## src/logic/e1p_pkg.sv

```systemverilog
// Shared constants and types of the framer pin block
package e1p_pkg;

    // Clock and line rates
    localparam int unsigned CLK_HZ       = 125_000_000;
    localparam int unsigned LINE_RATE_HZ = 2_048_000;
    localparam int unsigned BP_CLK_HZ    = 4_096_000;

    // Phase increments of the 32-bit rate generators
    localparam logic [31:0] LINE_NCO_INC = 32'((64'(LINE_RATE_HZ) << 32) / 64'(CLK_HZ));
    localparam logic [31:0] BP_NCO_INC   = 32'((64'(BP_CLK_HZ) << 32) / 64'(CLK_HZ));
    localparam logic [31:0] LINE_ALIGN_PHASE = 32'h2000_0000;
    localparam logic [1:0]  LATE_PHASE       = 2'h3;

    // Register bus layout
    localparam int unsigned AXI_ADDR_W   = 8;
    localparam logic [7:0]  CTRL_OFS     = 8'h10;
    localparam logic [7:0]  STATUS_OFS   = 8'h14;
    localparam logic [7:0]  LINK_CFG_OFS = 8'h18;
    localparam logic [1:0]  RESP_OKAY    = 2'h0;
    localparam logic [1:0]  RESP_SLVERR  = 2'h2;

    // Control register fields
    localparam logic [7:0]  CTRL_RESET      = 8'h00;
    localparam int unsigned CTRL_RATE_LSB   = 0;
    localparam int unsigned CTRL_MF_SRC_BIT = 6;
    localparam logic [3:0]  LINK_CFG_RESET  = 4'h0;

    // Status register fields
    localparam int unsigned ST_SYNC_BIT     = 0;
    localparam int unsigned ST_MF_SRC_BIT   = 1;
    localparam int unsigned ST_RX_FRAME_LSB = 4;
    localparam int unsigned ST_TX_FRAME_LSB = 8;

    // Processor port
    localparam logic [4:0]  PORT_CTRL_ADDR = 5'h10;

    // Frame structure
    localparam logic [7:0]  FRAME_BIT_LAST = 8'hFF;
    localparam logic [3:0]  MF_FRAME_LAST  = 4'hF;
    localparam logic [8:0]  BP_COUNT_LAST  = 9'h1FF;
    localparam logic [7:0]  SA_FIRST_BIT   = 8'h03;
    localparam logic [2:0]  RATE_SEL_MAX   = 3'h4;

    // Processor port access states
    typedef enum logic [2:0] {
        P_IDLE  = 3'b001,
        P_READ  = 3'b010,
        P_WRITE = 3'b100
    } e1p_port_state_e;

endpackage

```

## src/logic/e1p_line_decode.sv

```systemverilog
// Zero-substitution line decoder for the dual-rail received bit stream
`timescale 1ns/1ps
module e1p_line_decode (
    input  wire logic aclk,
    input  wire logic aresetn,
    input  wire logic bit_en,
    input  wire logic mark_pos,
    input  wire logic mark_neg,
    output logic      data_out
);
    logic       last_pos;
    logic [3:0] delay;

    // Same polarity as the last mark is a substitution
    wire mark      = mark_pos | mark_neg;
    wire violation = mark & (mark_pos == last_pos);

    // Four-bit delay lets a violation wipe the group
    always_ff @(posedge aclk) begin
        if (!aresetn) begin
            last_pos <= 1'b0;
            delay    <= 4'h0;
            data_out <= 1'b0;
        end else if (bit_en) begin
            data_out <= delay[3];
            delay    <= violation ? 4'h0 : {delay[2:0], mark};
            if (mark) begin
                last_pos <= mark_pos;
            end
        end
    end
endmodule

```

## src/logic/e1p_framer_pins.sv

```systemverilog
// Pin-level processor port, receive link and multiframe timing of the E1 framer
//
// Contract
// - Gapped link clock at 4 to 20 kHz; far end samples on its rising edge.
// - Receive link output carries decoded line bits at 2.048 Mbit/s.
// - Receive link output changes at each recovered clock rising edge.
// - Recovered 2.048 MHz clock is driven out and times line data capture.
// - Low pulse on transmit alignment input sets the transmit multiframe boundary.
// - With alignment input high, transmit multiframe timing runs free.
// - Marker pulses at receive multiframe end; next stream frame is frame zero.
// - Marker follows CRC multiframe when source bit is 1, signalling when 0.
// - Sync source high makes backplane clock and pulse inputs; low drives them.
// - Data bus is eight bits, upper lanes join lower, top lane is MSB.
// - Chip select high keeps the port idle and data pins released.
//
// The register addresses and the AXI4-Lite slave port were left to the implementer.
`timescale 1ns/1ps
module e1p_framer_pins
#(
    parameter int PORT_DEPTH = 32
) (
    input  wire logic                          aclk,
    input  wire logic                          aresetn,
    input  wire logic [e1p_pkg::AXI_ADDR_W-1:0] s_axi_awaddr,
    input  wire logic                          s_axi_awvalid,
    output logic                               s_axi_awready,
    input  wire logic [31:0]                   s_axi_wdata,
    input  wire logic [3:0]                    s_axi_wstrb,
    input  wire logic                          s_axi_wvalid,
    output logic                               s_axi_wready,
    output logic [1:0]                         s_axi_bresp,
    output logic                               s_axi_bvalid,
    input  wire logic                          s_axi_bready,
    input  wire logic [e1p_pkg::AXI_ADDR_W-1:0] s_axi_araddr,
    input  wire logic                          s_axi_arvalid,
    output logic                               s_axi_arready,
    output logic [31:0]                        s_axi_rdata,
    output logic [1:0]                         s_axi_rresp,
    output logic                               s_axi_rvalid,
    input  wire logic                          s_axi_rready,
    input  wire logic                          rx_line_pos,
    input  wire logic                          rx_line_neg,
    output logic                               recovered_line_clock,
    output logic                               rx_link_serial_out,
    output logic                               rx_link_gapped_clock,
    output logic                               rx_pcm_stream_out,
    output logic                               rx_multiframe_marker,
    input  wire logic                          tx_multiframe_align_n,
    output logic                               tx_multiframe_boundary,
    input  wire logic                          sync_source_select,
    input  wire logic                          backplane_clock_4m_in,
    output logic                               backplane_clock_4m_out,
    output logic                               backplane_clock_4m_oe,
    input  wire logic                          backplane_frame_pulse_n_in,
    output logic                               backplane_frame_pulse_n_out,
    output logic                               backplane_frame_pulse_n_oe,
    input  wire logic                          port_chip_select_n,
    input  wire logic                          port_read_strobe_n,
    input  wire logic                          port_dir_write_n,
    input  wire logic [4:0]                    addr_ctrl_inputs,
    input  wire logic                          bus_style_select,
    input  wire logic [3:0]                    data_bus_lower_in,
    output logic [3:0]                         data_bus_lower_out,
    output logic [3:0]                         data_bus_lower_oe,
    input  wire logic [3:0]                    data_bus_upper_in,
    output logic [3:0]                         data_bus_upper_out,
    output logic [3:0]                         data_bus_upper_oe
);
    import e1p_pkg::*;

    function automatic logic rose(input logic prev, input logic cur);
        return ~prev & cur;
    endfunction

    function automatic logic fell(input logic prev, input logic cur);
        return prev & ~cur;
    endfunction

    // Pins pass two flops; a third feeds edge detectors
    localparam int PIN_W = 23;
    localparam logic [PIN_W-1:0] PIN_IDLE = 23'h0001E4; // Idle levels: no false edge at reset
    wire [PIN_W-1:0] pin_raw = {data_bus_upper_in, data_bus_lower_in, addr_ctrl_inputs,
                                bus_style_select, port_dir_write_n, port_read_strobe_n,
                                port_chip_select_n, backplane_frame_pulse_n_in,
                                backplane_clock_4m_in, sync_source_select,
                                tx_multiframe_align_n, rx_line_neg, rx_line_pos};
    logic [PIN_W-1:0] pin_s1;
    logic [PIN_W-1:0] pin_s2;
    logic [PIN_W-1:0] pin_s3;

    always_ff @(posedge aclk) begin
        if (!aresetn) begin
            pin_s1 <= PIN_IDLE;
            pin_s2 <= PIN_IDLE;
            pin_s3 <= PIN_IDLE;
        end else begin
            pin_s1 <= pin_raw;
            pin_s2 <= pin_s1;
            pin_s3 <= pin_s2;
        end
    end

    wire       s_pos    = pin_s2[0];
    wire       s_neg    = pin_s2[1];
    wire       s_tx_multiframe_align_n_n = pin_s2[2];
    wire       s_sync   = pin_s2[3];
    wire       s_c4     = pin_s2[4];
    wire       s_f0_n   = pin_s2[5];
    wire       s_cs_n   = pin_s2[6];
    wire       s_rd_n   = pin_s2[7];
    wire       s_wr_n   = pin_s2[8];
    wire       s_style  = pin_s2[9];
    wire [4:0] s_addr   = pin_s2[14:10];
    wire [7:0] s_data   = pin_s2[22:15];

    // Control registers
    logic [7:0] ctrl;
    logic [3:0] cas_offset;
    wire  [2:0] rate_sel = ctrl[CTRL_RATE_LSB +: 3];
    wire        mf_src   = ctrl[CTRL_MF_SRC_BIT];

    // Line rate generator, re-phased on each received mark
    logic [31:0] line_acc;
    logic        seen_pos;
    logic        seen_neg;
    wire  [32:0] line_sum   = {1'b0, line_acc} + {1'b0, LINE_NCO_INC};
    wire         mark_start = rose(pin_s3[0], s_pos) | rose(pin_s3[1], s_neg);
    wire         late_mark  = mark_start & (line_acc[31:30] == LATE_PHASE);
    wire         bit_en     = line_sum[32] | late_mark;
    wire  [31:0] next_line_acc = mark_start ? LINE_ALIGN_PHASE : line_sum[31:0];

    // Marks gathered over a bit, handed over at its end
    wire next_seen_pos = bit_en ? (s_pos & mark_start) : (seen_pos | s_pos);
    wire next_seen_neg = bit_en ? (s_neg & mark_start) : (seen_neg | s_neg);

    always_ff @(posedge aclk) begin
        if (!aresetn) begin
            line_acc <= '0;
            seen_pos <= 1'b0;
            seen_neg <= 1'b0;
            recovered_line_clock <= 1'b0;
        end else begin
            line_acc <= next_line_acc;
            seen_pos <= next_seen_pos;
            seen_neg <= next_seen_neg;
            recovered_line_clock <= ~next_line_acc[31];
        end
    end

    logic dec_bit;
    e1p_line_decode u_decode (
        .aclk     (aclk),
        .aresetn  (aresetn),
        .bit_en   (bit_en),
        .mark_pos (seen_pos),
        .mark_neg (seen_neg),
        .data_out (dec_bit)
    );

    // Free-running bit and frame counts, no frame search
    logic [7:0] rx_bit;
    logic [3:0] rx_frame;
    wire  [7:0] next_rx_bit   = rx_bit + 8'h01;
    wire  [3:0] next_rx_frame = (rx_bit == FRAME_BIT_LAST) ? rx_frame + 4'h1 : rx_frame;
    wire  [3:0] next_cas_frame = next_rx_frame + cas_offset;
    wire  [3:0] next_mf_frame  = mf_src ? next_rx_frame : next_cas_frame;
    wire        next_marker    = (next_mf_frame == MF_FRAME_LAST) &&
                                 (next_rx_bit == FRAME_BIT_LAST);

    // Gapped clock spans 1 to 5 spare bits of odd frames
    wire [2:0] sa_count  = (rate_sel > RATE_SEL_MAX) ? RATE_SEL_MAX : rate_sel;
    wire       sa_window = rx_frame[0] && (rx_bit >= SA_FIRST_BIT) &&
                           (rx_bit <= SA_FIRST_BIT + {5'h00, sa_count});
    // Next phase, so it falls as the recovered clock rises
    wire       next_gapped = sa_window & next_line_acc[31];

    always_ff @(posedge aclk) begin
        if (!aresetn) begin
            rx_bit <= '0;
            rx_frame <= '0;
            rx_link_serial_out <= 1'b0;
            rx_pcm_stream_out <= 1'b0;
            rx_multiframe_marker <= 1'b0;
            rx_link_gapped_clock <= 1'b0;
        end else begin
            rx_link_gapped_clock <= next_gapped;
            if (bit_en) begin
                rx_bit <= next_rx_bit;
                rx_frame <= next_rx_frame;
                rx_link_serial_out <= dec_bit;
                rx_pcm_stream_out <= dec_bit;
                rx_multiframe_marker <= next_marker;
            end
        end
    end

    // Backplane timing: own rate when driving, pin edges otherwise
    logic [31:0] bp_acc;
    logic [8:0]  bp_cnt;
    logic [3:0]  tx_frame;
    wire  [32:0] bp_sum     = {1'b0, bp_acc} + {1'b0, BP_NCO_INC};
    wire         bp_tick    = s_sync ? rose(pin_s3[4], s_c4) : bp_sum[32];
    wire         bp_restart = s_sync & bp_tick & ~s_f0_n;
    wire         bp_wrap    = bp_tick & (bp_cnt == BP_COUNT_LAST);
    wire         tx_align   = fell(pin_s3[2], s_tx_multiframe_align_n_n);
    wire         tx_mf_end  = bp_wrap & (tx_frame == MF_FRAME_LAST);

    always_ff @(posedge aclk) begin
        if (!aresetn) begin
            bp_acc <= '0;
            bp_cnt <= '0;
            tx_frame <= '0;
            tx_multiframe_boundary <= 1'b0;
            backplane_clock_4m_out <= 1'b0;
            backplane_frame_pulse_n_out <= 1'b1;
        end else begin
            bp_acc <= bp_sum[31:0];
            backplane_clock_4m_out <= ~bp_sum[31];
            backplane_frame_pulse_n_out <= ~(bp_cnt == BP_COUNT_LAST);
            tx_multiframe_boundary <= tx_align | tx_mf_end;
            if (bp_restart) begin
                bp_cnt <= '0;
            end else if (bp_tick) begin
                bp_cnt <= bp_cnt + 9'h001;
            end
            // External alignment wins over the free count
            if (tx_align) begin
                tx_frame <= '0;
            end else if (bp_wrap) begin
                tx_frame <= tx_frame + 4'h1;
            end
        end
    end

    // Backplane pin direction follows sync source
    assign backplane_clock_4m_oe      = ~s_sync;
    assign backplane_frame_pulse_n_oe = ~s_sync;

    // Processor port decode for both bus styles
    wire port_sel = ~s_cs_n;
    wire ds_act   = port_sel & ~s_rd_n;
    wire rd_req   = s_style ? ds_act : (ds_act & s_wr_n);
    wire wr_req   = s_style ? (port_sel & ~s_wr_n)
                            : (ds_act & ~s_wr_n);

    e1p_port_state_e p_state;
    e1p_port_state_e next_p_state;
    logic [7:0]      port_mem [PORT_DEPTH];
    logic [4:0]      port_waddr;
    logic [7:0]      port_wdata;
    logic [7:0]      port_rdata;
    wire             port_commit = (p_state == P_WRITE) && !wr_req;

    always_comb begin
        next_p_state = p_state;
        case (p_state)
            P_IDLE: begin
                if (rd_req) begin
                    next_p_state = P_READ;
                end else if (wr_req) begin
                    next_p_state = P_WRITE;
                end
            end
            P_READ: begin
                if (!rd_req) begin
                    next_p_state = P_IDLE;
                end
            end
            P_WRITE: begin
                if (!wr_req) begin
                    next_p_state = P_IDLE;
                end
            end
            default: next_p_state = P_IDLE;
        endcase
    end

    // Write data taken during the strobe, stored at its end
    always_ff @(posedge aclk) begin
        if (!aresetn) begin
            p_state    <= P_IDLE;
            port_waddr <= '0;
            port_wdata <= '0;
            port_rdata <= '0;
        end else begin
            p_state    <= next_p_state;
            port_rdata <= (s_addr == PORT_CTRL_ADDR) ? ctrl : port_mem[s_addr];
            if (wr_req) begin
                port_waddr <= s_addr;
                port_wdata <= s_data;
            end
        end
    end

    // Port scratch bytes; control address held apart
    always_ff @(posedge aclk) begin
        if (port_commit) begin
            port_mem[port_waddr] <= port_wdata;
        end
    end

    // Pins released unless a selected read runs
    wire port_drive = (p_state == P_READ) & port_sel;
    assign data_bus_lower_out = port_rdata[3:0];
    assign data_bus_upper_out = port_rdata[7:4];
    assign data_bus_lower_oe  = {4{port_drive}};
    assign data_bus_upper_oe  = {4{port_drive}};

    // Register bus slave: one write and one read in flight
    logic                  aw_held;
    logic                  w_held;
    logic [AXI_ADDR_W-1:0] wr_addr;
    logic [31:0]           wr_data;
    logic [3:0]            wr_strb;
    assign s_axi_awready = ~aw_held & ~s_axi_bvalid;
    assign s_axi_wready  = ~w_held & ~s_axi_bvalid;
    assign s_axi_arready = ~s_axi_rvalid;

    wire wr_fire   = aw_held & w_held & ~s_axi_bvalid;
    wire wr_ctrl   = wr_fire && (wr_addr == CTRL_OFS) && wr_strb[0];
    wire wr_link   = wr_fire && (wr_addr == LINK_CFG_OFS) && wr_strb[0];
    wire wr_mapped = (wr_addr == CTRL_OFS) || (wr_addr == LINK_CFG_OFS);
    wire ar_fire   = s_axi_arvalid & ~s_axi_rvalid;

    wire [31:0] status_word = (32'(s_sync) << ST_SYNC_BIT) |
                              (32'(mf_src) << ST_MF_SRC_BIT) |
                              (32'(rx_frame) << ST_RX_FRAME_LSB) |
                              (32'(tx_frame) << ST_TX_FRAME_LSB);
    wire        rd_ok   = (s_axi_araddr == CTRL_OFS) || (s_axi_araddr == STATUS_OFS) ||
                          (s_axi_araddr == LINK_CFG_OFS);
    wire [31:0] rd_word = (s_axi_araddr == CTRL_OFS)     ? {24'h000000, ctrl} :
                          (s_axi_araddr == STATUS_OFS)   ? status_word :
                          (s_axi_araddr == LINK_CFG_OFS) ? {28'h0000000, cas_offset} :
                                                           32'h00000000;

    always_ff @(posedge aclk) begin
        if (!aresetn) begin
            aw_held      <= 1'b0;
            w_held       <= 1'b0;
            wr_addr      <= '0;
            wr_data      <= '0;
            wr_strb      <= '0;
            s_axi_bvalid <= 1'b0;
            s_axi_bresp  <= RESP_OKAY;
        end else begin
            if (s_axi_awvalid && s_axi_awready) begin
                aw_held <= 1'b1;
                wr_addr <= s_axi_awaddr;
            end
            if (s_axi_wvalid && s_axi_wready) begin
                w_held  <= 1'b1;
                wr_data <= s_axi_wdata;
                wr_strb <= s_axi_wstrb;
            end
            if (wr_fire) begin
                aw_held      <= 1'b0;
                w_held       <= 1'b0;
                s_axi_bvalid <= 1'b1;
                s_axi_bresp  <= wr_mapped ? RESP_OKAY : RESP_SLVERR;
            end else if (s_axi_bready) begin
                s_axi_bvalid <= 1'b0;
            end
        end
    end

    // Bus write beats a same-cycle port write
    always_ff @(posedge aclk) begin
        if (!aresetn) begin
            ctrl       <= CTRL_RESET;
            cas_offset <= LINK_CFG_RESET;
        end else begin
            if (wr_ctrl) begin
                ctrl <= wr_data[7:0];
            end else if (port_commit && (port_waddr == PORT_CTRL_ADDR)) begin
                ctrl <= port_wdata;
            end
            if (wr_link) begin
                cas_offset <= wr_data[3:0];
            end
        end
    end

    always_ff @(posedge aclk) begin
        if (!aresetn) begin
            s_axi_rvalid <= 1'b0;
            s_axi_rdata  <= '0;
            s_axi_rresp  <= RESP_OKAY;
        end else if (ar_fire) begin
            s_axi_rvalid <= 1'b1;
            s_axi_rdata  <= rd_word;
            s_axi_rresp  <= rd_ok ? RESP_OKAY : RESP_SLVERR;
        end else if (s_axi_rready) begin
            s_axi_rvalid <= 1'b0;
        end
    end
endmodule

```

## config.mk

```make
export PLATFORM = sky130hd
export DESIGN_NAME = e1p_framer_pins
export DESIGN_NICKNAME = d
export VERILOG_FILES = /design/src/logic/e1p_pkg.sv /design/src/logic/e1p_line_decode.sv /design/src/logic/e1p_framer_pins.sv
export SDC_FILE = /design/constraint.sdc
export NUM_CORES = 1
export LEC_CHECK = 0
export BUFFER_PORTS_ARGS = -buffer_cell sky130_fd_sc_hd__buf_2
export CELL_PAD_IN_SITES_DETAIL_PLACEMENT = 1
export CELL_PAD_IN_SITES_GLOBAL_PLACEMENT = 2
export CORE_ASPECT_RATIO = 0.5
export CORE_MARGIN = 4
export CORE_UTILIZATION = 36
export CTS_CLUSTER_SIZE = 8
export DETAILED_ROUTE_END_ITERATION = 8
export PLACE_DENSITY_LB_ADDON = 0.1
export SETUP_SLACK_MARGIN = 0.4
export SLEW_MARGIN = 10
export SYNTH_ARGS = -nofsm -noshare
export SYNTH_HDL_FRONTEND = slang
export SYNTH_SLANG_ARGS = --single-unit
```

## constraint.sdc

```tcl
create_clock -name aclk -period 6.4 [get_ports aclk]
set_input_delay 0.96 -clock aclk [delete_from_list [all_inputs] [get_ports aclk]]
set_output_delay 0.96 -clock aclk [all_outputs]
set_load 0.03 [all_outputs]
```

==> summary.md, run 1 <==
| Metric | Value |
|---|---|
| Status | complete, no violations |
| CP startpoint kind | flop |
| CTS Sinks | 474 |
| Final clock skew | ~0.023 ns |
| Die height | roughly 170 um |
| Setup_tns | 0 ns |
| Worst Hold Class | reg -> reg |
| Proportion of layout cells with a drive suffix above 1 | 0.201 |
| Worst path arrival time | between 3 and 4 ns |
| Worst skew pair latency | approximately 0.58 ns |
| First-pass GRT wire length | between 70 and 80 mm |
| WL/cell | approximately 20 um |
| Wirelength, routed | 45.4 mm |
| Max VDD drop | approximately 0.17 mV |
| Final Hold Viols | 0 |
| CTS HTree Levels | 3 |
| Number of CTS-inserted buffers | between 60 and 70 |
| Worst-case clock buffer depth | 3 |
| Crit-path cells | ha_1 > nand4_1 > nor2_1 > xor2_1 > ha_1 > inv_1 > fa_1 > xnor2_1 > a31oi_1 > a2111oi_0 > o21ai_0 > o31ai_1 |
| Post-layout nets | 1619 |
| Delay of the slowest critical-path stage | 0.45 ns |
| DPL Wire Length | 30.1 mm |
| Root buffer cell | clkbuf_16 |
| Number of synthesis warnings | 0 |
| Cell variety after synth | 79 |
| Hold Path Stages | 1 |
| Die width | approximately 330 um |
| Synth top area share | 0.404 |
| FP Rows | 59 |
| Reg2reg start | rx_bit[1] |
| Cells after synthesis | 1413 |
| Tightest Pin Transition | approximately 1.1 ns |
| Flops & latches, synth | about 470 |
| # resized after CTS | 0 |
| Grt ovf | 0 |
| Port Buffers | 99 |
| GP Congestion | 0.736 |
| Post-layout util | 0.421 |
| Synth area leader | edfxtp_1 |
| Initial antenna violation count | 0 |
| Async SR Flop Fraction | 0 |
| Synth top area cells | edfxtp_1 (40%), dfxtp_1 (23%), mux4_2 (9.5%) |
| Syn-to-layout area delta | 15.3% |
| Seq/Total Area, Yosys | 0.633 |
| Reg2reg end | rx_multiframe_marker |
| Total die area | between 0.05 and 0.06 mm^2 |
| Pwr/cell area | 323 mW/mm^2 |
| Hold_buf cts | 0 |
| Vias in the first global route | about 12000 |
| Reg-to-reg slack, setup | slightly below 3 ns |
| Inserted Diodes | 0 |
| Final Max Tran Viols | 0 |
| Crit path kind | reg -> reg |
| Cell count of the worst reg-to-reg path | 12 |
| Total GRT Usage | 0.161 |
| Commonest non-fill, non-tap cell in the layout | edfxtp_1 |
| Slowest stage cell, crit path | dfxtp_1 |
| Leak Pwr | around 7.6 nW |
| Tmin final | roughly 3.4 ns |
| Post-synth EDFFs | ~260 |
| Hold_sp | pin_s1[7] |
| DRT antenna net count | 0 |
| Post CTS Setup Buffer Count | 0 |
| Max Freq | ~0.3 GHz |
| Drt initial violations | 677 |
| Total number of vias | 11507 |
| Total core area | approximately 0.052 mm^2 |
| Via-per-instance ratio | between 5 and 6 |
| Avg Cell Area, Syn | between 10 and 15 um^2 |
| Drt first pass iters | 4 |
| Worst-path clk slew | ~0.050 ns |
| Critical path's most frequent cell | ha_1 |
| I/O pin count | between 100 and 150 |
| CP endpoint kind | flop |
| CTS tree | built |
| Worst rel slew slack | 0.255 |
| Max-capacitance violation count | 0 |
| Most used DFF post-synth | edfxtp_1 |
| Req. time, crit path | 6.88 ns |
| Worst-path fanout max | 7 |
| Remaining DRCs | 0 |
| Largest net degree at the start of global routing | 78 |
| Most frequent cells in the layout | edfxtp_1 (256), dfxtp_1 (211), nor2_1 (144) |
| Setup violators final | 0 |
| Power Total | 7.08 mW |
| Hold Crit Endpoint | pin_s2[7] |
| Post-Syn Area | between 0.015 and 0.02 mm^2 |
| Tcrit/Tclk final | 0.535 |
| RSZ-0062 raised after global routing | false |
| Initial Util | 0.365 |
-- synth_stat cells (all sizes together) (20+ instances only) --
library cell	count
edfxtp	256
dfxtp	218
nor2	144
nand2	99
mux4	80
a21oi	72
buf	54
and2	43
clkbuf	39
mux2i	36
o21ai	35
xnor2	30
inv	24
nand3	23
a22oi	20
nand2b	20
-- where the power goes --
part	internal [mW]	switching, mW	total, mW	leakage [nW]
clock	1.94	1.25	3.19	0.903
combinational	0.221	0.284	0.506	2.59
sequential	3.28	0.103	3.39	4.16
-- cell type report --
class	count	area, um^2
Fill cell	5353	30200
Sequential cell	474	12100
Multi-Input combinational cell	842	6490
Clock buffer	86	1790
Tap cell	701	877
Timing Repair Buffer	108	563
Inverter	25	96.3
Clock inverter	5	70.1
-- worst max-delay path, delay by kind of cell, from the launching register on --
family,cells,cell delay [ns]
fa+ha+maj,3,0.89
simple gates,2,0.70
xor+xnor,2,0.35
buf+inv,1,0.05
flops,1,0.45
compound gates,4,0.89
-- how the worst max path moves through the flow --
| stage | start | endpoint | slack [ns] | depth (start not counted) |
|---|---|---|---|---|
| 5_1_grt | rx_bit[1] | rx_multiframe_marker | 2.61 | 12 |
| 4_1_cts | rx_bit[1] | rx_multiframe_marker | 2.90 | 12 |
| 6_report | rx_bit[1] | rx_multiframe_marker | 2.98 | 12 |
| 2_1_floorplan | rx_bit[1] | rx_multiframe_marker | 3.54 | 12 |
| 3_5_place_dp | rx_bit[1] | rx_multiframe_marker | 2.98 | 12 |
| 3_3_place_gp | rx_bit[1] | rx_multiframe_marker | 2.90 | 12 |
-- metal layers --
layer | share of wire | GRT usage | vias to the layer above
met5 | 0 | 0 | -
met4 | 0.021 | 0.0426 | 0
met3 | 0.054 | 0.0434 | 65
met2 | 0.49 | 0.274 | 212
met1 | 0.44 | 0.205 | 5832
li1 | - | - | 5398
-- metrics by stage --
step	hold slack, ns	cells	instance area [um^2]	worst slack (ns)
2_1_floorplan	0.386	1434	19100	3.54
3_3_place_gp	0.404	2150	20100	2.90
3_5_place_dp	0.397	2150	20100	2.98
4_1_cts	0.413	2241	21900	2.90
5_1_grt	0.421	2241	21900	2.61
6_report	0.406	2241	21900	2.98
-- cell families after synthesis --
kind of cell,count (synthesis),share of synthesized area
adders and majority gates,17,0.0116
and+or+nand+nor,435,0.114
muxes,120,0.116
buffers and inverters,118,0.0313
other,2,0.000394
xor gates and xnor gates,47,0.0216
DFF,474,0.633
AOI/OAI and AO/OA,200,0.0725
-- flip-flops by register name, summed over array words and instances, names as in the netlist, 3 cells and up --
signal	cells
bp_acc	28
s_axi_rdata	12
cas_offset	4
port_mem	256
tx_frame	4
rx_frame	4
rx_bit	8
bp_cnt	9
u_decode.delay	4
pin_s1	23
port_waddr	5
port_rdata	8
wr_data	8
port_wdata	8
p_state	3
pin_s2	23
pin_s3	4
wr_addr	8
ctrl	8
line_acc	29
No activity file was read; power rests on OpenSTA's default activity.
==> run 2: changes to the inputs <==
clock period = 3.22 ns   (was 6.4 ns; I/O delays follow)
==> run 2 against run 1 <==
Via count up 2.5%; critical path type unchanged; non-clock buffer count up 66; largest power group unchanged; final area up 2.8%; register-to-register slack worse by 2.4 ns; combinational power up 100%; largest cell class unchanged; highest routed layer unchanged; core utilization up 1.2 points.
==> summary.md, run 2 (same netlist as run 1, synthesis figures left out) <==
| Metric | Value |
|---|---|
| Number of CTS-inserted buffers | 69 (unchanged) |
| Final Hold Viols | 0 (unchanged) |
| Largest register FFs | 256 (unchanged) |
| Tightest Pin Transition | 0.986 ns (-0.129 ns) |
| Crit path kind | reg -> reg |
| Commonest non-fill, non-tap cell in the layout | edfxtp_1 |
| CTS Sinks | 474 (unchanged) |
| Tmin final | 2.65 ns (-0.774 ns) |
| Slowest stage cell, crit path | fa_2 |
| Setup violators final | 0 (unchanged) |
| Root buffer cell | clkbuf_16 |
| WL/cell | 20.3 um (+0.29%) |
| Max-capacitance violation count | 0 (unchanged) |
| Pwr/cell area | 630 mW/mm^2 (+95%) |
| CP startpoint kind | flop |
| Worst skew pair latency | 0.58 ns (about the same) |
| Leak Pwr | 8.03 nW (+5.0%) |
| Max Freq | 0.378 GHz (+29%) |
| RSZ-0062 raised after global routing | false |
| Via-per-instance ratio | 5.11 (-0.49%) |
| FP Rows | 59 (unchanged) |
| Worst path bufs/invs | 2 (+1) |
| Hold_buf cts | 0 (unchanged) |
| Req. time, crit path | 3.71 ns (-3.17 ns) |
| Die height | 171 um (unchanged) |
| Die width | 333 um (unchanged) |
| Worst rel slew slack | 0.341 (+0.0864) |
| Setup WS post-layout | 0.571 ns (-2.41 ns) |
| DRT antenna net count | 0 (unchanged) |
| Port Buffers | 99 (unchanged) |
| Worst-path clk slew | 0.05 ns (about the same) |
| Worst Hold Class | in -> reg |
| First-pass GRT wire length | 73.0 mm (+2.8%) |
| Total number of vias | 11793 (+2.5%) |
| Crit-path cells | ha_4 > nand4_1 > nor2_4 > buf_4 > mux2i_2 > fa_2 > inv_1 > a31oi_1 > a2111oi_1 > o21ai_1 > o31ai_1 |
| Total GRT Usage | 0.165 (+0.00437) |
| Drt initial violations | 680 (+0.44%) |
| Worst-case clock buffer depth | 3 (unchanged) |
| CP top delay family | compound AO/OA/AOI/OAI gates |
| DPL Wire Length | 31.3 mm (+4.1%) |
| Final clock skew | 0.0250 ns (+0.00168 ns) |
| Pre-CTS setup slack | 0.113 ns (-2.86 ns) |
| Filler cells | 5376 (+0.43%) |
| CP endpoint kind | flop |
| Largest net degree at the start of global routing | 107 (+37%) |
| GP Congestion | 0.751 (+2.1%) |
| Register bank with the most flops | port_mem |
| Total core area | 0.0521 mm^2 (unchanged) |
| Inserted Diodes | 0 (unchanged) |
| Regs by FF count | port_mem: 256 flops, line_acc: 29 flops, bp_acc: 28 flops |
| Max VDD drop | 0.329 mV (+98%) |
| Tcrit/Tclk final | 0.823 (+0.288) |
| Initial Util | 0.365 (unchanged) |
| Most frequent cells in the layout | edfxtp_1 (256), dfxtp_1 (213), nor2_1 (143) |
| CTS tree | built |
| Total die area | 0.0569 mm^2 (unchanged) |
| Syn-to-layout area delta | 18.5% |
| I/O pin count | 149 (unchanged) |
| Remaining DRCs | 0 (unchanged) |
| Final Max Tran Viols | 0 (unchanged) |
| Worst-path fanout max | 3 (-4) |
| Status | complete, no violations |
| Grt ovf | 0 (unchanged) |
| Setup_tns | 0 ns (unchanged) |
| CTS HTree Levels | 3 (unchanged) |
| Delay of the slowest critical-path stage | 0.47 ns (+0.02 ns) |
| Vias in the first global route | 12575 (+1.9%) |
| Worst path arrival time | 3.14 ns (-0.76 ns) |
| Drt first pass iters | 5 (+1) |
| Wirelength, routed | 46.9 mm (+3.3%) |
| Initial antenna violation count | 0 (unchanged) |
| Power Total | 14.2 mW (+100%) |
| Post-layout nets | 1685 (+4.1%) |
| Proportion of layout cells with a drive suffix above 1 | 0.238 (+0.0364) |
[run 2: cell types whose count changed in the layout (fill, tap and decap cells not counted), moves of 2 or more]
| cell | previous run | this run |
|---|---|---|
| buf_4 | 9 | 70 |
| buf_12 | 0 | 5 |
| dfxtp_2 | 6 | 3 |
| clkinv_8 | 2 | 0 |
| dfxtp_1 | 211 | 213 |
| ha_1 | 16 | 14 |
| inv_6 | 1 | 3 |
| o21ai_1 | 3 | 5 |
[run 2: cell type report]
| class | instances | area (um^2) | area share |
|---|---|---|---|
| inverter | 25 | 96.3 | 0.00427 |
| multi-input combinational | 842 | 6520 | 0.289 |
| timing repair buffer | 174 | 1120 | 0.0497 |
| sequential | 474 | 12100 | 0.534 |
| clock buffer | 85 | 1790 | 0.0792 |
| tap | 701 | 877 | 0.0389 |
| clock inverter | 7 | 105 | 0.00466 |
[run 2: final timing paths]
path	slack (ns)	to	from	cells after the start
worst max-delay path	0.57	rx_multiframe_marker	rx_bit[0]	11
worst min-delay path	0.09	pin_s1[5]	backplane_frame_pulse_n_in	2
worst max register to register	0.57	rx_multiframe_marker	rx_bit[0]	11
worst min register to register	0.41	pin_s2[5]	pin_s1[5]	1
[run 2: report_power, final]
part / total, mW / internal (mW) / switching, mW
Sequential: 6.72 / 6.52 / 0.200
Combinational: 1.03 / 0.451 / 0.581
Clock: 6.47 / 3.89 / 2.58
Total: 14.2 / 10.9 / 3.36
[run 2: metal layers]
| layer | GRT usage | wire length [um] |
|---|---|---|
| met2 | 0.278 | 22600 |
| met3 | 0.0342 | 2010 |
| met4 | 0.0467 | 939 |
| met1 | 0.220 | 21400 |
| met5 | 0 | 0 |
[run 2: per-stage QoR]
stage	cell area [um^2]	std cells	hold WS, ns	utilization
floorplan	19100	1434	0.386	-
global placement	20600	2208	0.398	0.395
detailed placement	20600	2208	0.399	0.395
CTS	22500	2302	0.0636	0.431
global route	22600	2308	0.0724	0.433
finish	22600	2308	0.0897	0.433
[run 2: repair_timing]
| action | 4_1_cts | 5_1_grt |
|---|---|---|
| buffers inserted | 2 | 6 |
| setup endpoints to repair | 1 | 1 |
| resized for setup | 4 | 11 |
| pin swaps | 2 | 7 |
==> run 3: changes to the inputs <==
clock period = 2.61 ns   (was 3.22 ns; I/O delays follow)
==> run 3 against run 2 <==
Register-to-register slack got worse by 0.50 ns; global-route usage rose by 0.70 points; worst setup slack got worse by 0.50 ns; critical path depth fell by 1; first-iteration DRC count rose by 9.4%; largest cell class unchanged; largest power group unchanged.
==> summary.md, run 3 (same netlist as run 1, synthesis figures left out) <==
| Metric | Value |
|---|---|
| Status | complete, no violations |
| Root buffer cell | clkbuf_16 |
| Final Max Tran Viols | 0 (unchanged) |
| Initial Util | 0.365 (unchanged) |
| Most frequent cells in the layout | edfxtp_1 (256), dfxtp_1 (191), nor2_1 (135) |
| Worst-path clk slew | 0.06 ns (about the same) |
| Initial antenna violation count | 0 (unchanged) |
| GP Congestion | 0.784 (+4.3%) |
| Sequential share of power | 0.467 (-0.006) |
| Drt initial violations | 744 (+9.4%) |
| Setup WS post-layout | 0.0695 ns (-0.502 ns) |
| CTS HTree Levels | 3 (unchanged) |
| Pwr/cell area | 747 mW/mm^2 (+19%) |
| Delay of the slowest critical-path stage | 0.50 ns (+0.03 ns) |
| Largest register FFs | 256 (unchanged) |
| Levels on crit path | 10 (-1) |
| Crit path kind | reg -> reg |
| Tcrit/Tclk final | 0.973 (+0.151) |
| Total die area | 0.0569 mm^2 (unchanged) |
| Post-layout util | 0.457 (+0.0239) |
| Die width | 333 um (unchanged) |
| Clock power share | 0.449 (-0.006) |
| Met3 Track Usage GR | 0.0360 (+0.00181) |
| Number of CTS-inserted buffers | 69 (unchanged) |
| Total GRT Usage | 0.172 (+0.00701) |
| Final Cell Area | 0.0238 mm^2 (+5.5%) |
| Inserted Diodes | 0 (unchanged) |
| Crit-path cells | ha_4 > nand4_1 > nor2_4 > mux2i_2 > fa_2 > inv_1 > a31oi_1 > a2111oi_1 > o21ai_1 > o31ai_1 |
| Final clock skew | 0.0257 ns (+0.000772 ns) |
| CP endpoint kind | flop |
| Comb power frac | 0.084 (+0.011) |
| Switch share | 0.238 (+0.00110) |
| First-pass GRT wire length | 75.6 mm (+3.5%) |
| Worst-path fanout max | 5 (+2) |
| DRT antenna net count | 0 (unchanged) |
| CP top delay family | compound AO/OA/AOI/OAI gates |
| Max VDD drop | 0.407 mV (+24%) |
| Pre-CTS setup slack | -0.0719 ns (-0.185 ns) |
| Total core area | 0.0521 mm^2 (unchanged) |
| Internal Power | 13.6 mW (+25%) |
| Total number of vias | 12202 (+3.5%) |
| Met2 usage | 0.304 (+0.0257) |
| Final Hold Viols | 0 (unchanged) |
| Die height | 171 um (unchanged) |
| Register bank with the most flops | port_mem |
| Wirelength, routed | 49.6 mm (+5.8%) |
| Switch Pwr | 4.23 mW (+26%) |
| Reg2reg end | rx_multiframe_marker |
| WL/cell | 20.8 um (+2.5%) |
| Worst path arrival time | 3.04 ns (-0.10 ns) |
| Drt first pass iters | 5 (unchanged) |
| Reg2reg start | rx_bit[1] |
| Top Usage Layer GRT | met2 |
| Met1 global-route usage | 0.217 (-0.00256) |
| Worst path bufs/invs | 1 (-1) |
| Power Total | 17.8 mW (+25%) |
| Largest net degree at the start of global routing | 54 (-50%) |
| DPL Wire Length | 32.4 mm (+3.4%) |
| Tightest Pin Transition | 1.12 ns (+0.137 ns) |
| Worst Hold Class | in -> reg |
| Regs by FF count | port_mem: 256 flops, line_acc: 29 flops, bp_acc: 28 flops |
| Via-per-instance ratio | 5.12 (+0.25%) |
| Post-layout nets | 1757 (+4.3%) |
| Max-capacitance violation count | 0 (unchanged) |
| Worst-case clock buffer depth | 3 (unchanged) |
| Reg-to-reg slack, setup | 0.07 ns (-0.50 ns) |
| Req. time, crit path | 3.11 ns (-0.60 ns) |
| Worst skew pair latency | 0.59 ns (about the same) |
| CP startpoint kind | flop |
| I/O pin count | 149 (unchanged) |
| Placed cell areas | 0.0208 mm^2 (+1.1%) |
| FP Rows | 59 (unchanged) |
| Filler cells | 5276 (-1.9%) |
| Port Buffers | 99 (unchanged) |
| Worst rel slew slack | 0.248 (-0.0931) |
| Remaining DRCs | 0 (unchanged) |
| Cell count of the worst reg-to-reg path | 10 (-1) |
| Slowest stage cell, crit path | fa_2 |
| CTS tree | built |
| Tmin final | 2.54 ns (-0.108 ns) |
| Grt ovf | 0 (unchanged) |
| Vias in the first global route | 13029 (+3.6%) |
| Max Freq | 0.394 GHz (+4.3%) |
| RSZ-0062 raised after global routing | true |
| CTS Sinks | 474 (unchanged) |
| CP endpoint | rx_multiframe_marker |
| Proportion of layout cells with a drive suffix above 1 | 0.312 (+0.0740) |
| Commonest non-fill, non-tap cell in the layout | edfxtp_1 |
| Setup violators final | 0 (unchanged) |
| Start point of the critical path | rx_bit[1] |
| Leak Pwr | 8.52 nW (+6.1%) |
| Syn-to-layout area delta | 25.1% |
run 3: per-stage QoR:
stage,TNS (ns),hold slack (ns),cells
global route,-0.224,0.00280,2382
floorplan,0,0.386,1434
finish,0,0.0283,2382
CTS,-0.0221,0.00281,2370
global placement,0,0.398,2232
detailed placement,-0.0719,0.397,2232
run 3: worst min-delay path by stage:
stage	startpoint	end	slack (ns)	cells past startpoint
6_report	data_bus_upper_in[3]	pin_s1[22]	0.03	2
3_5_place_dp	pin_s1[6]	pin_s2[6]	0.40	1
5_1_grt	data_bus_upper_in[3]	pin_s1[22]	0.003	2
2_1_floorplan	pin_s1[2]	pin_s2[2]	0.39	1
3_3_place_gp	pin_s1[2]	pin_s2[2]	0.40	1
4_1_cts	rx_line_pos	pin_s1[0]	0.003	2
run 3: per-layer routing:
layer	wire length (um)	vias up	share of wire
met3	2110	78	0.043
li1	-	5684	-
met1	21300	6228	0.43
met4	1110	0	0.022
met5	0	-	0
met2	25100	212	0.51
run 3: what timing repair did:
item,in CTS,in global routing
hold buffers,18,0
resized for setup,62,79
setup buffers,23,7
pin swaps,41,25
cloned,3,5
setup endpoints to repair,134,127
hold endpoints to repair,18,0
run 3: power groups by stage:
| stage | Clock [mW] | Sequential [mW] | Combinational, mW |
|---|---|---|---|
| floorplan | 0 | 8.39 | 0.980 |
| global placement | 0 | 8.40 | 1.30 |
| detailed placement | 0 | 8.42 | 1.35 |
| CTS | 8.25 | 8.28 | 1.46 |
| global route | 8.61 | 8.33 | 1.66 |
| finish | 7.99 | 8.30 | 1.50 |
run 3: layout make-up:
class	instances	area [um^2]	area share
clock buffers	87	1790	0.0753
clock inverters	7	105	0.00441
inverters	25	98.8	0.00415
multi-input cells	844	6920	0.291
flip-flops and latches	474	12100	0.508
well taps	701	877	0.0368
repair buffers	244	1920	0.0807
